==> src/rtl/wct_pkg.sv <==
// Constants, types and register map of the waveform capture trigger.
package wct_pkg;
   // ****************************************
   // Register map (byte addresses)
   // ****************************************
   localparam logic [7:0] WCT_CTRL_ADDR = 8'h00;
   localparam logic [7:0] WCT_LEVEL_ADDR = 8'h04;
   localparam logic [7:0] WCT_PRE_ADDR = 8'h08;
   localparam logic [7:0] WCT_DEPTH_ADDR = 8'h0c;
   localparam logic [7:0] WCT_STATUS_ADDR = 8'h10;
   localparam logic [7:0] WCT_STAMP_ADDR = 8'h14;
   localparam logic [7:0] WCT_CHEN_ADDR = 8'h18;
   localparam logic [7:0] WCT_FACT_ADDR = 8'h1c;
   // ****************************************
   // Control fields
   // ****************************************
   localparam int WCT_CTRL_START = 0;
   localparam int WCT_CTRL_STOP = 1;
   localparam int WCT_CTRL_SLOPE = 2;
   localparam int WCT_CTRL_AUTO = 3;
   localparam int WCT_CTRL_DSPEC = 4;
   localparam int WCT_CTRL_MULTI = 5;
   localparam int WCT_CTRL_SRC_LSB = 8;
   localparam int WCT_CTRL_MODE_LSB = 12;
   localparam int WCT_CTRL_TCH_LSB = 16;
   localparam logic [1:0] WCT_RESP_OKAY = 2'b00;
   localparam logic [1:0] WCT_RESP_SLVERR = 2'b10;
   // ****************************************
   // Sizes and timing
   // ****************************************
   localparam int WCT_PRE_DEPTH = 19200;
   localparam int WCT_REC_DEPTH = 480000;
   localparam int WCT_CLK_MHZ = 100;
   localparam int WCT_MUTE_MS = 3;
   localparam int WCT_MUTE_CYC = WCT_MUTE_MS * 1000 * WCT_CLK_MHZ;
   localparam logic [31:0] WCT_ZERO32 = 32'h0000_0000;
   localparam logic [31:0] WCT_ONE32 = 32'h0000_0001;

   typedef enum logic [2:0] {WCT_SRC_CH1, WCT_SRC_CH2, WCT_SRC_TCH, WCT_SRC_MAN, WCT_SRC_GEN} wct_src_t;
   typedef enum logic [1:0] {WCT_MODE_STD, WCT_MODE_PEAK, WCT_MODE_DEC} wct_mode_t;
   typedef enum logic [2:0] {WCT_IDLE, WCT_FILL, WCT_MUTE, WCT_WAIT, WCT_POST, WCT_DONE} wct_state_t;
endpackage

==> src/rtl/wct_trigger.sv <==
// Trigger, pre-event buffer and capture control with an AXI4-Lite register port.
// Overview of operation
// (RL1) Choosing inactive trigger channel activates it.
// (RL2) Decimated spectrum forces manual source.
// (RL3) Multichannel without trigger channel forces manual.
// (RL4) Channel sources fire on threshold crossing.
// (RL5) Manual source fires at measurement start.
// (RL6) Generator mutes, restart starts recording compensated.
// (RL7) Generator sync adds no filter settling.
// (RL8) Re-arm only after opposite crossing.
// (RL9) Rising fires above, re-arms below.
// (RL10) Falling fires below, re-arms above.
// (RL11) Zero pre-event interval disables buffer.
// (RL12) Pre-event buffer holds 19200 samples; the code sizes it by PRE_DEPTH, default 16.
// (RL13) Pre-event buffer shifts, keeping newest samples.
// (RL14) Trigger locked until buffer full, armed.
// (RL15) Pre-event beyond depth triggers at depth.
// (RL16) Trigger point is time zero.
// (RL17) Record at most 480000 samples total.
// (RL18) Without forced trigger, wait indefinitely.
// (RL19) Forced trigger after record-depth time.
// (RL20) Generator mode waits for sync plus delays.
// (RL21) Multichannel disables generator sync source.
// (RL22) Decimate every nth or peak of n.
// (RL23) Evaluate once per valid sample strobe.
`timescale 1ns/100ps
module wct_trigger
   import wct_pkg::*;
#(
   parameter int SW = 24,
   parameter int NCH = 8,
   parameter int PRE_DEPTH = 16,
   parameter int REC_DEPTH = WCT_REC_DEPTH,
   parameter int MUTE_CYC = WCT_MUTE_CYC,
   parameter int GEN_DELAY = 8
) (
   input wire logic aclk,
   input wire logic aresetn,
   input wire logic [7:0] s_axi_awaddr,
   input wire logic s_axi_awvalid,
   output logic s_axi_awready,
   input wire logic [31:0] s_axi_wdata,
   input wire logic [3:0] s_axi_wstrb,
   input wire logic s_axi_wvalid,
   output logic s_axi_wready,
   output logic [1:0] s_axi_bresp,
   output logic s_axi_bvalid,
   input wire logic s_axi_bready,
   input wire logic [7:0] s_axi_araddr,
   input wire logic s_axi_arvalid,
   output logic s_axi_arready,
   output logic [31:0] s_axi_rdata,
   output logic [1:0] s_axi_rresp,
   output logic s_axi_rvalid,
   input wire logic s_axi_rready,
   input wire logic sample_valid,
   input wire logic signed [SW-1:0] ch1_sample,
   input wire logic signed [SW-1:0] ch2_sample,
   input wire logic signed [SW-1:0] tch_sample,
   input wire logic gen_sync,
   output logic gen_mute,
   output logic rec_valid,
   output logic signed [SW-1:0] rec_sample,
   output logic signed [31:0] rec_time,
   output logic [NCH-1:0] chan_enable
);
   initial begin
      if (PRE_DEPTH < 1 || PRE_DEPTH > WCT_PRE_DEPTH || REC_DEPTH < PRE_DEPTH || NCH < 2 || NCH > 16 || SW > 32) begin
         $error("wct_trigger: unsupported parameters");
      end
   end

   localparam int PW = $clog2(PRE_DEPTH + 1);

   typedef struct packed {
      logic awdone;
      logic [7:0] awaddr;
      logic wdone;
      logic [31:0] wdata;
      logic bvalid;
      logic [1:0] bresp;
      logic rvalid;
      logic [31:0] rdata;
      logic [1:0] rresp;
      logic slope_fall;
      logic auto_en;
      logic dspec;
      logic multi;
      logic [2:0] src_sel;
      logic [1:0] mode;
      logic [3:0] tch;
      logic signed [SW-1:0] level;
      logic [31:0] pre_len;
      logic [31:0] depth;
      logic [15:0] fact;
      logic [NCH-1:0] chen;
      wct_state_t st;
      logic armed;
      logic [31:0] cnt;
      logic [31:0] tot;
      logic [PW-1:0] fill;
      logic [15:0] dcnt;
      logic signed [SW-1:0] peak;
      logic triggered;
      logic forced;
      logic signed [31:0] stamp;
      logic sync1;
      logic sync2;
      logic sync3;
      logic rvld;
      logic signed [SW-1:0] rsmp;
      logic signed [31:0] rtime;
   } wct_state_s_t;

   wct_state_s_t q, d;
   logic signed [SW-1:0] pre_q [PRE_DEPTH];

   // ****************************************
   // Helpers
   // ****************************************
   function automatic logic [31:0] merge(input logic [31:0] old, input logic [31:0] nw, input logic [3:0] be);
      logic [31:0] r;
      r = old;
      for (int i = 0; i < 4; i++) begin
         if (be[i]) begin
            r[8*i +: 8] = nw[8*i +: 8];
         end
      end
      return r;
   endfunction

   // Effective source after forcing conditions.
   wct_src_t eff_src;
   always_comb begin
      eff_src = wct_src_t'(q.src_sel);
      // (RL21) Generator sync unavailable
      if (q.multi && eff_src == WCT_SRC_GEN) begin
         eff_src = WCT_SRC_TCH;
      end
      // (RL3) Manual without channel
      if (q.multi && eff_src == WCT_SRC_TCH && !q.chen[q.tch[$clog2(NCH)-1:0]]) begin
         eff_src = WCT_SRC_MAN;
      end
      // (RL2) Spectrum forces manual
      if (q.dspec) begin
         eff_src = WCT_SRC_MAN;
      end
   end

   logic signed [SW-1:0] trig_smp;
   always_comb begin
      unique case (eff_src)
         WCT_SRC_CH1: trig_smp = ch1_sample;
         WCT_SRC_CH2: trig_smp = ch2_sample;
         default: trig_smp = tch_sample;
      endcase
   end

   // (RL9) Rising fires above level
   // (RL10) Falling fires below level
   logic above, below, fire_cond, arm_cond;
   assign above = trig_smp > q.level;
   assign below = trig_smp < q.level;
   assign fire_cond = q.slope_fall ? below : above;
   assign arm_cond = q.slope_fall ? above : below;

   logic wr_go, rd_go, stored, peak_out, ctl_cmd;
   logic signed [SW-1:0] store_val;
   logic [31:0] limit;
   assign wr_go = q.awdone && q.wdone && !q.bvalid;
   assign ctl_cmd = wr_go && q.awaddr == WCT_CTRL_ADDR && (q.wdata[WCT_CTRL_STOP] || q.wdata[WCT_CTRL_START]);
   assign rd_go = s_axi_arvalid && !q.rvalid;
   assign peak_out = q.dcnt + 16'h0001 >= q.fact;
   // (RL22) Decimation and peak keeping
   assign stored = sample_valid && (q.mode == WCT_MODE_STD || peak_out);
   assign store_val = (q.mode == WCT_MODE_PEAK) ? ((trig_smp > q.peak || q.dcnt == 16'h0000) ? trig_smp : q.peak)
      : trig_smp;
   // (RL17) Record limited to maximum
   assign limit = (q.depth > REC_DEPTH[31:0]) ? REC_DEPTH[31:0] : q.depth;

   // ****************************************
   // Next state
   // ****************************************
   always_comb begin
      logic [31:0] pl;
      pl = (q.pre_len > PRE_DEPTH[31:0]) ? PRE_DEPTH[31:0] : q.pre_len;
      d = q;
      d.rvld = 1'b0;
      d.sync1 = gen_sync;
      d.sync2 = q.sync1;
      d.sync3 = q.sync2;
      // Register bus.
      if (s_axi_awvalid && !q.awdone) begin
         d.awdone = 1'b1;
         d.awaddr = s_axi_awaddr;
      end
      if (s_axi_wvalid && !q.wdone) begin
         d.wdone = 1'b1;
         d.wdata = merge(WCT_ZERO32, s_axi_wdata, s_axi_wstrb);
      end
      if (q.bvalid && s_axi_bready) begin
         d.bvalid = 1'b0;
      end
      if (q.rvalid && s_axi_rready) begin
         d.rvalid = 1'b0;
      end
      if (wr_go) begin
         d.awdone = 1'b0;
         d.wdone = 1'b0;
         d.bvalid = 1'b1;
         d.bresp = WCT_RESP_OKAY;
         unique case (q.awaddr)
            WCT_CTRL_ADDR: begin
               d.slope_fall = q.wdata[WCT_CTRL_SLOPE];
               d.auto_en = q.wdata[WCT_CTRL_AUTO];
               d.dspec = q.wdata[WCT_CTRL_DSPEC];
               d.multi = q.wdata[WCT_CTRL_MULTI];
               d.src_sel = q.wdata[WCT_CTRL_SRC_LSB +: 3];
               d.mode = q.wdata[WCT_CTRL_MODE_LSB +: 2];
               d.tch = q.wdata[WCT_CTRL_TCH_LSB +: 4];
               // (RL1) Activate chosen channel
               d.chen[q.wdata[WCT_CTRL_TCH_LSB +: $clog2(NCH)]] = 1'b1;
            end
            WCT_LEVEL_ADDR: d.level = q.wdata[SW-1:0];
            WCT_PRE_ADDR: d.pre_len = q.wdata;
            WCT_DEPTH_ADDR: d.depth = q.wdata;
            WCT_CHEN_ADDR: d.chen = q.wdata[NCH-1:0];
            WCT_FACT_ADDR: d.fact = (q.wdata[15:0] == 16'h0000) ? 16'h0001 : q.wdata[15:0];
            default: d.bresp = WCT_RESP_SLVERR;
         endcase
      end
      if (rd_go) begin
         d.rvalid = 1'b1;
         d.rresp = WCT_RESP_OKAY;
         unique case (s_axi_araddr)
            WCT_CTRL_ADDR: d.rdata = {12'h000, q.tch, 2'b00, q.mode, 1'b0, q.src_sel, 2'b00, q.multi, q.dspec,
               q.auto_en, q.slope_fall, 2'b00};
            WCT_LEVEL_ADDR: d.rdata = 32'(q.level);
            WCT_PRE_ADDR: d.rdata = q.pre_len;
            WCT_DEPTH_ADDR: d.rdata = q.depth;
            WCT_STATUS_ADDR: d.rdata = {22'h000000, eff_src, q.forced, q.triggered, q.armed, 1'b0, 3'(q.st)};
            WCT_STAMP_ADDR: d.rdata = q.stamp;
            WCT_CHEN_ADDR: d.rdata = 32'(q.chen);
            WCT_FACT_ADDR: d.rdata = {16'h0000, q.fact};
            default: begin
               d.rdata = WCT_ZERO32;
               d.rresp = WCT_RESP_SLVERR;
            end
         endcase
      end
      // Capture machine.
      unique case (q.st)
         WCT_IDLE: ;
         WCT_FILL: begin
            if (eff_src == WCT_SRC_GEN) begin
               // (RL6) Mute and restart generator
               d.st = WCT_MUTE;
               d.cnt = WCT_ZERO32;
            // (RL23) Per valid strobe
            end else if (stored) begin
               d.tot = q.tot + WCT_ONE32;
               // (RL13) Shift pre-event fill
               if (32'(q.fill) < pl) begin
                  d.fill = q.fill + PW'(1);
               end
               // (RL8) Arm on opposite side
               if (arm_cond) begin
                  d.armed = 1'b1;
               end
               // (RL5) Manual fires at start
               if (eff_src == WCT_SRC_MAN) begin
                  d.triggered = 1'b1;
               // (RL11) (RL14) Locked until full and armed
               end else if ((32'(q.fill) >= pl) && q.armed && fire_cond) begin
                  d.triggered = 1'b1;
               // (RL15) (RL19) Depth reached
               end else if (q.tot + WCT_ONE32 >= limit && (q.auto_en || q.pre_len > limit)) begin
                  d.triggered = 1'b1;
                  d.forced = q.auto_en;
               end
               // (RL18) Otherwise keep waiting
               if (d.triggered) begin
                  // (RL15) (RL17) Full depth leaves no post
                  d.st = (32'(d.fill) >= limit) ? WCT_DONE : WCT_POST;
                  d.armed = 1'b0;
                  d.cnt = 32'(d.fill);
                  // (RL16) Pre-event gets negative time
                  d.stamp = -32'(d.fill);
               end
            end
         end
         WCT_MUTE: begin
            d.cnt = q.cnt + WCT_ONE32;
            if (q.cnt + WCT_ONE32 >= MUTE_CYC[31:0]) begin
               d.st = WCT_WAIT;
               d.cnt = WCT_ZERO32;
            end
         end
         WCT_WAIT: begin
            // (RL20) Sync pulse then delays
            if (q.sync2 && !q.sync3 && q.cnt == WCT_ZERO32) begin
               d.cnt = WCT_ONE32;
            end else if (q.cnt != WCT_ZERO32) begin
               d.cnt = q.cnt + WCT_ONE32;
               // (RL7) No filter settling wait
               if (q.cnt >= GEN_DELAY[31:0]) begin
                  d.st = WCT_POST;
                  d.triggered = 1'b1;
                  d.cnt = WCT_ZERO32;
                  d.stamp = WCT_ZERO32;
               end
            end
         end
         WCT_POST: begin
            if (stored) begin
               // (RL17) Post portion shortened
               d.cnt = q.cnt + WCT_ONE32;
               d.rvld = 1'b1;
               d.rsmp = store_val;
               d.rtime = q.cnt - 32'(q.fill);
               if (q.cnt + WCT_ONE32 >= limit) begin
                  d.st = WCT_DONE;
               end
            end
         end
         WCT_DONE: ;
         default: d.st = WCT_IDLE;
      endcase
      if (sample_valid) begin
         d.dcnt = peak_out ? 16'h0000 : q.dcnt + 16'h0001;
         d.peak = peak_out ? trig_smp : store_val;
      end
      // A start or stop command overrides the next state the capture machine chose.
      if (ctl_cmd) begin
         if (q.wdata[WCT_CTRL_STOP]) begin
            d.st = WCT_IDLE;
         end else begin
            d.st = WCT_FILL;
            d.fill = '0;
            d.tot = WCT_ZERO32;
            d.cnt = WCT_ZERO32;
            d.dcnt = 16'h0000;
            d.armed = 1'b0;
            d.triggered = 1'b0;
            d.forced = 1'b0;
         end
      end
   end

   // ****************************************
   // Registers
   // ****************************************
   always_ff @(posedge aclk) begin
      if (!aresetn) begin
         q <= '0;
         q.st <= WCT_IDLE;
         q.src_sel <= 3'(WCT_SRC_MAN);
         q.fact <= 16'h0001;
         q.depth <= REC_DEPTH[31:0];
      end else begin
         q <= d;
      end
   end

   // (RL12) Pre-event shift register
   always_ff @(posedge aclk) begin
      if (q.st == WCT_FILL && stored) begin
         pre_q[0] <= store_val;
         for (int i = 1; i < PRE_DEPTH; i++) begin
            pre_q[i] <= pre_q[i-1];
         end
      end
   end

   assign s_axi_awready = !q.awdone;
   assign s_axi_wready = !q.wdone;
   assign s_axi_bvalid = q.bvalid;
   assign s_axi_bresp = q.bresp;
   assign s_axi_arready = !q.rvalid;
   assign s_axi_rvalid = q.rvalid;
   assign s_axi_rdata = q.rdata;
   assign s_axi_rresp = q.rresp;
   assign gen_mute = q.st == WCT_MUTE;
   assign rec_valid = q.rvld;
   assign rec_sample = q.rsmp;
   assign rec_time = q.rtime;
   assign chan_enable = q.chen;

   // ****************************************
   // Checks
   // ****************************************
   // (RL2) Forced manual
   dspec_manual_a: assert property (@(posedge aclk) disable iff (!aresetn) q.dspec |-> eff_src == WCT_SRC_MAN)
      else $error("spectrum option did not force manual");
   // (RL6) Mute length
   mute_length_a: assert property (@(posedge aclk) disable iff (!aresetn)
      (gen_mute && !ctl_cmd && q.cnt + WCT_ONE32 < MUTE_CYC[31:0]) |=> gen_mute) else $error("mute too short");
   // (RL14) Lock until armed
   trig_locked_a: assert property (@(posedge aclk) disable iff (!aresetn)
      (q.st == WCT_FILL && !q.armed && eff_src != WCT_SRC_MAN && !q.auto_en && q.pre_len <= limit) |=> !q.triggered)
      else $error("trigger fired while unarmed");
   // (RL17) Record bound
   rec_bound_a: assert property (@(posedge aclk) disable iff (!aresetn) q.st == WCT_POST |-> q.cnt < limit)
      else $error("record exceeded depth");
   // (RL16) Stamp non-positive
   stamp_sign_a: assert property (@(posedge aclk) disable iff (!aresetn) q.stamp <= 0)
      else $error("trigger stamp positive");
   // (RL1) Channel activated
   chan_on_a: assert property (@(posedge aclk) disable iff (!aresetn)
      (wr_go && q.awaddr == WCT_CTRL_ADDR) |=> chan_enable[$past(q.wdata[WCT_CTRL_TCH_LSB +: $clog2(NCH)])])
      else $error("trigger channel not activated");
   // (RL21) No generator source in multichannel
   multi_gen_a: assert property (@(posedge aclk) disable iff (!aresetn) q.multi |-> eff_src != WCT_SRC_GEN)
      else $error("generator source in multichannel");
   // (RL5) Manual fires on first sample
   man_fire_a: assert property (@(posedge aclk) disable iff (!aresetn)
      (q.st == WCT_FILL && eff_src == WCT_SRC_MAN && stored && !ctl_cmd) |=> q.triggered && q.st != WCT_FILL)
      else $error("manual did not fire");
endmodule

==> config.mk <==
export PLATFORM = sky130hd
export DESIGN_NAME = wct_trigger
export DESIGN_NICKNAME = d
export VERILOG_FILES = /design/src/rtl/wct_pkg.sv /design/src/rtl/wct_trigger.sv
export SDC_FILE = /design/constraint.sdc
export NUM_CORES = 1
export LEC_CHECK = 0
export BUFFER_PORTS_ARGS = -buffer_cell sky130_fd_sc_hd__buf_4
export CORE_UTILIZATION = 65
export DETAILED_ROUTE_END_ITERATION = 6
export HOLD_SLACK_MARGIN = 0.08
export PLACE_DENSITY = 0.87
export SLEW_MARGIN = 15
export SYNTH_ARGS = -nofsm -noshare
export SYNTH_HDL_FRONTEND = slang
export SYNTH_SLANG_ARGS = --single-unit
==> constraint.sdc <==
create_clock -name aclk -period 14.6 [get_ports aclk]
set_input_delay 0.73 -clock aclk [delete_from_list [all_inputs] [get_ports aclk]]
set_output_delay 0.73 -clock aclk [all_outputs]
set_load 0.1 [all_outputs]
; ---- After elaboration in Yosys (flattened, before gate mapping)
; Index checks and enable logic that the tools add are counted.
[word_totals]
ff_bits = 412
latchBits = 0
mem_bits_rw = 0
rom_bits = 0
output_inout_bits = 107
n_memories = 0
[op_classes]
add_sub_neg = 6
n_mul = 0
div_mod_pow = 0
order_cmp = 17
eq_ne = 38
n_shift = 0
mux = 83
bitwise = 2
reduce_logical = 56
[op_table]
columns = cell, count
row1 = 32-bit 2-to-1 mux, 12
row2 = 32-bit case mux with 8 select lines, 1
row3 = 32-bit case mux with 4 select lines, 1
row4 = 89-bit 2-to-1 mux, 1
row5 = 86-bit 2-to-1 mux, 1
row6 = 37-bit 2-to-1 mux, 2
row7 = 73-bit 2-to-1 mux, 1
row8 = 24-bit 2-to-1 mux, 3
row9 = 34-bit 2-to-1 mux, 2
row10 = "32-bit by 1-bit adder with 32-bit output, second input constant", 2
row11 = 32-bit >= comparator, 2
row12 = 5-bit by 32-bit >= comparator with 1-bit output, 2
row13 = 32-bit case mux with 2 select lines, 1
row14 = 57-bit 2-to-1 mux, 1
row15 = "8-bit by 5-bit equality test with 1-bit output, second input constant", 6
row16 = 24-bit > comparator, 2
row17 = 24-bit case mux with 2 select lines, 1
row18 = 40-bit 2-to-1 mux, 1
row19 = 36-bit 2-to-1 mux, 1
row20 = 35-bit 2-to-1 mux, 1
row21 = 3-bit 2-to-1 mux, 11
row22 = "8-bit by 4-bit equality test with 1-bit output, second input constant", 4
row23 = "32-bit by 19-bit >= comparator with 1-bit output, second input constant", 1
row24 = "32-bit by 4-bit >= comparator with 1-bit output, second input constant", 1
row25 = other kinds (50), 141

; ---- Longest topological paths before layout
[depth]
word_depth = 24
mapped_depth = 23
mapped_depth_nobuf = 22

; ---- Worst setup path before layout
; OpenSTA, ideal clock, no wires.
[synth_timing]
path_kind = reg-to-reg
start = reg q[139] (netlist name)
end = reg q[61] (netlist name)
setup_ns = 0.117
arrival_ns = 5.277
t_required_ns = 14.483
slack_ns = 9.206
stages_incl_launch_ff = 23
synth_period_minus_slack_ns = 5.394
path_cell_list = dfxtp_1 -> ha_1 -> nand3_1 -> nor3_1 -> nand2_1 -> or3_1 -> nor2_1 -> and3_1 -> and3_1 -> nand3_1 -> xnor2_1 -> ha_1 -> nand4_1 -> nor4_1 -> a221oi_1 -> o211a_1 -> o21ai_0 -> o211ai_1 -> and4_1 -> or4_4 -> or3_4 -> buf_6 -> a32o_1
[synth_between]
elab_chain_cells = 11
[synth_lines]
columns = item, line_no
row1 = from (decl), wct_trigger.sv:115  ; wct_state_s_t q, d;
row2 = 32-bit by 1-bit adder with 32-bit output, wct_trigger.sv:277  ; end else if (q.tot + WCT_ONE32 >= limit && (q.auto_en || q.pre_len > limit)) begin
row3 = 32-bit >= comparator, wct_trigger.sv:277
row4 = 1-bit logical AND, wct_trigger.sv:277
row5 = 2-bit 2-to-1 mux, wct_trigger.sv:277
row6 = 1-bit 2-to-1 mux, wct_trigger.sv:274  ; end else if ((32'(q.fill) >= pl) && q.armed && fire_cond) begin
row7 = 1-bit 2-to-1 mux, wct_trigger.sv:271  ; if (eff_src == WCT_SRC_MAN) begin
row8 = 1-bit 2-to-1 mux, wct_trigger.sv:260  ; end else if (stored) begin
row9 = 1-bit 2-to-1 mux, wct_trigger.sv:255  ; if (eff_src == WCT_SRC_GEN) begin
row10 = 1-bit 2-to-1 mux, wct_trigger.sv:252  ; unique case (q.st)
row11 = 2-bit inequality test (no line), --
row12 = 7-bit AND reduction (no line), --
; Every way passes these cells. The select of a mux whose other input is x is not followed.
; A chain may end at the register's enable or synchronous reset.

; ---- Worst setup path after layout
[layout_timing]
start = reg q[139] (netlist name)
end = reg q[174] (netlist name)
[layout_between]
elab_chain_cells = 15
[layout_lines]
columns = item, line_no
row1 = 32-bit by 1-bit adder with 32-bit output (*), wct_trigger.sv:277
row2 = 32-bit >= comparator (*), wct_trigger.sv:277
row3 = 1-bit logical AND (*), wct_trigger.sv:277
row4 = 2-bit 2-to-1 mux (*), wct_trigger.sv:277
row5 = 1-bit 2-to-1 mux (*), wct_trigger.sv:274
row6 = 1-bit 2-to-1 mux (*), wct_trigger.sv:271
row7 = 1-bit 2-to-1 mux (*), wct_trigger.sv:260
row8 = 1-bit 2-to-1 mux (*), wct_trigger.sv:255
row9 = 1-bit 2-to-1 mux (*), wct_trigger.sv:252
row10 = 36-bit 2-to-1 mux (*), wct_trigger.sv:282  ; if (d.triggered) begin
row11 = 73-bit 2-to-1 mux (*), wct_trigger.sv:260
row12 = 32-bit 2-to-1 mux (*), wct_trigger.sv:255
row13 = 32-bit case mux with 4 select lines (*), wct_trigger.sv:252
row14 = 86-bit 2-to-1 mux, wct_trigger.sv:335  ; if (q.wdata[WCT_CTRL_STOP]) begin
row15 = 89-bit 2-to-1 mux (*), wct_trigger.sv:334  ; if (ctl_cmd) begin
; Every way passes the cells marked *; elsewhere a longest branch is shown, timed or not. The select of a mux whose other input is x is not followed.

==> impl_metrics.ini <==
[status]
violations = DRC
status = complete, but fails checks

[cells_and_area]
final_cells = 3570
most-common-layout-cells = 416 x nand2_1, 387 x dfxtp_1, 336 x a21oi_1, 316 x nor2_1, 261 x buf_4
area.sequential_um2 = 7750
multi_input_area_um2 = 14000
drive_gt1_share_pct = 12.1
filler_cell_count = 2710
final_common_cell = nand2_1
finalCoreUtilization_pct = 73.4
syn2layout_area_growth_pct = 11.2
nets = 3395
insertedDiodeCount = 0

[global_route]
antenna_found_initial = 2
grt_overflow_total = 0
grt_max_degree = 116
grt_pass1_vias = 21313
grt_first_pass_wirelength_um = 113000
track_usage_pct = 38.8

[timing]
setup_tns_ns = 0
slew_viol_final = 0
rsz0062_at_grt = false
fin_ws_ns = 8.21
post-route-period-util_pct = 43.8
worstMarginPinSlew_ns = 1.20
fmax_mhz = 156
period_needed_ns = 6.39
relSlewSlack_pct = 19.7
hold_violations = 0
skew_ns = 0.0131
setup-violations-final = 0

[detailed_routing]
vias = 22989
drtIter0Drc = 2967
dr.pass1.iters = 7
wirelength_um = 72100
wl_per_cell_um = 20.2
ant_nets = 0
drc_errors = 4
avgViaCountPerCell = 6.44

[synthesis]
async_flop_share_pct = 0
yosysWarnings = 0
synth.area.top_cells = dfxtp_1 33%, ha_1 9.8%, a21oi_1 7.2%, nand2_1 6.7%, nor2_1 5.1%
ys_ff_latch = 387
synth_compound_area_share_pct = 19.3
synthXorXnorAreaFrac_pct = 4.30
synthMuxAreaShare_pct = 1.96
syn-mean-instance-area_um2 = 7.71
synth_top_area_share_pct = 33.1
synth-adder-area-share_pct = 9.87
yosys.area_share.simple_pct = 23.3
synth.distinct_cells = 80
synth_edf_count = 0
synth_area_um2 = 23400
synth_seq_area_share_pct = 33.1
synth_top_family_by_area = simple AND/OR/NAND/NOR gates
synthFlopType = dfxtp_1
netlist_instances = 3034
synth_area_leader_cell = dfxtp_1

[clocking]
cts_buffer_depth = 3
h-tree-depth = 2
cts_setup_buffers = 0
cts_tree = built
cts_resized = 0
clock_sinks = 387
cts_root_buf = clkbuf_16
clkSlewWorstSetupHoldPaths_ns = 0.06
cts_inserted_buffers = 41
clock_latency_ns = 0.57
postCtsHoldBufs = 0

[worst_hold_path]
hold_class = in2reg
holdPathEnd = s_axi_rvalid
hold_depth = 2
worstHoldStart = s_axi_rready

[setup_path]
reg2reg_depth = 21
r2r-start = q[139]
worstPathArrival_ns = 6.80
crit_fanout = 31
endpoint_kind = flip-flop
cp.required_ns = 15.01
rrSetupSlack_ns = 8.21
timing.rr.end = q[174]
cp-start-kind = flip-flop
worstSetupPathType = reg2reg

[floorplanning]
die_area_um2 = 36800
num_rows = 69
floorplan.initialDensity_pct = 66.0
core-area_um2 = 35500
die_h_um = 192
ioPinCount = 240
die_width_um = 192

[placement]
dp_slack_ns = 8.39
dp.final_hpwl_um = 52300
gp_congestion = 1.00
numPlacedInstances = 3496
numPortBuffers = 237

[pwr]
irDropWorstVdd_mv = 0.105
leakage_uw = 0.0102
powerDensity_nw_per_um2 = 90.1

[flow_run]
cap_violations = 0
power by group:
group | internal (uW) | total, uW | switching (uW)
clock network | 643 | 1080 | 442
registers | 1070 | 1080 | 14.8
logic | 68.2 | 179 | 111
worst max path at each step:
stage                   to    from  slack, ns  depth (start not counted)
floorplan            q[61]  q[139]       9.21                         22
global placement    q[174]  q[139]       8.60                         21
detailed placement  q[174]  q[139]       8.39                         21
CTS                 q[174]  q[139]       8.32                         21
global route        q[174]  q[139]       7.63                         21
finish              q[174]  q[139]       8.21                         21
routing by layer:
| metal | vias up | wire [um] | GRT usage [%] |
|---|---|---|---|
| li1 | 10641 | - | - |
| met1 | 10702 | 28200 | 49.8 |
| met2 | 1333 | 31900 | 60.8 |
| met3 | 311 | 7970 | 8.35 |
| met4 | 2 | 4000 | 21.2 |
| met5 | - | 13 | 0 |
registers in the layout (all words and copies together) (netlist names), 2 cells and up:
register and flops:
s_axi_rdata 32, d 2, rec_time 32, rec_sample 24
chan_enable 8, q 284
cell usage after synthesis (6+ instances only):
cell	n
nand2_1	416
dfxtp_1	387
a21oi_1	336
nor2_1	316
ha_1	183
clkbuf_1	181
inv_1	101
buf_4	100
nand3_1	98
a22oi_1	88
o21ai_0	86
xnor2_1	67
a211oi_1	62
nor3_1	54
nand4_1	48
xor2_1	48
mux2i_1	38
or3_1	37
nor4_1	35
a31oi_1	31
nand2b_1	27
and3_1	26
nor2b_1	24
a21o_1	23
and2_1	22
or2_2	15
or4_1	14
a221oi_1	13
o211ai_1	12
buf_2	11
nor3b_1	8
a21boi_0	7
a311oi_1	7
a32o_1	7
o21a_1	7
a222oi_1	6
a22o_1	6
a41oi_1	6
buf_1	6
cell families after synthesis:
family / after synthesis
multiplexers: 43
adder cells (fa/ha/maj): 184
AND/OR/NAND/NOR: 1169
buffers and inverters: 402
AO/OA/AOI/OAI: 732
flip-flops: 387
other: 2
XOR/XNOR: 115
stage by stage:
step	instance area [um^2]	hold slack (ns)	total power, uW
finish	26000	0.340	2350
global route	26000	0.328	2410
CTS	26000	0.326	2340
detailed placement	24600	0.435	1280
global placement	24600	0.415	1270
floorplan	23600	0.412	1210
critical path: stages, from the launching register on:
cell and delay [ns]:
dfxtp_1 0.41, ha_1 0.25, nand3_1 0.21, nor3_1 0.52, nand2_1 0.13, or3_1 0.45, nor2_1 0.22, and3_1 0.24
and3_1 0.26, nand3_1 0.16, xnor2_1 0.17, ha_1 0.34, nand4_1 0.15, a2111oi_0 0.37, o21ai_0 0.16, o211a_1 0.15
o21ai_0 0.13, o211ai_1 0.26, and4_1 0.28, or3_1 0.82, a221oi_1 0.48, nor2_1 0.07
layout make-up:
type	instances	area share, %
clock buffer	57	4.44
multi-input combinational	2284	53.7
inverter	103	1.50
tap	461	2.22
clock inverter	17	0.846
timing repair buffer	261	7.53
sequential	387	29.8
Note: power is estimated with default switching activity, not from simulation.
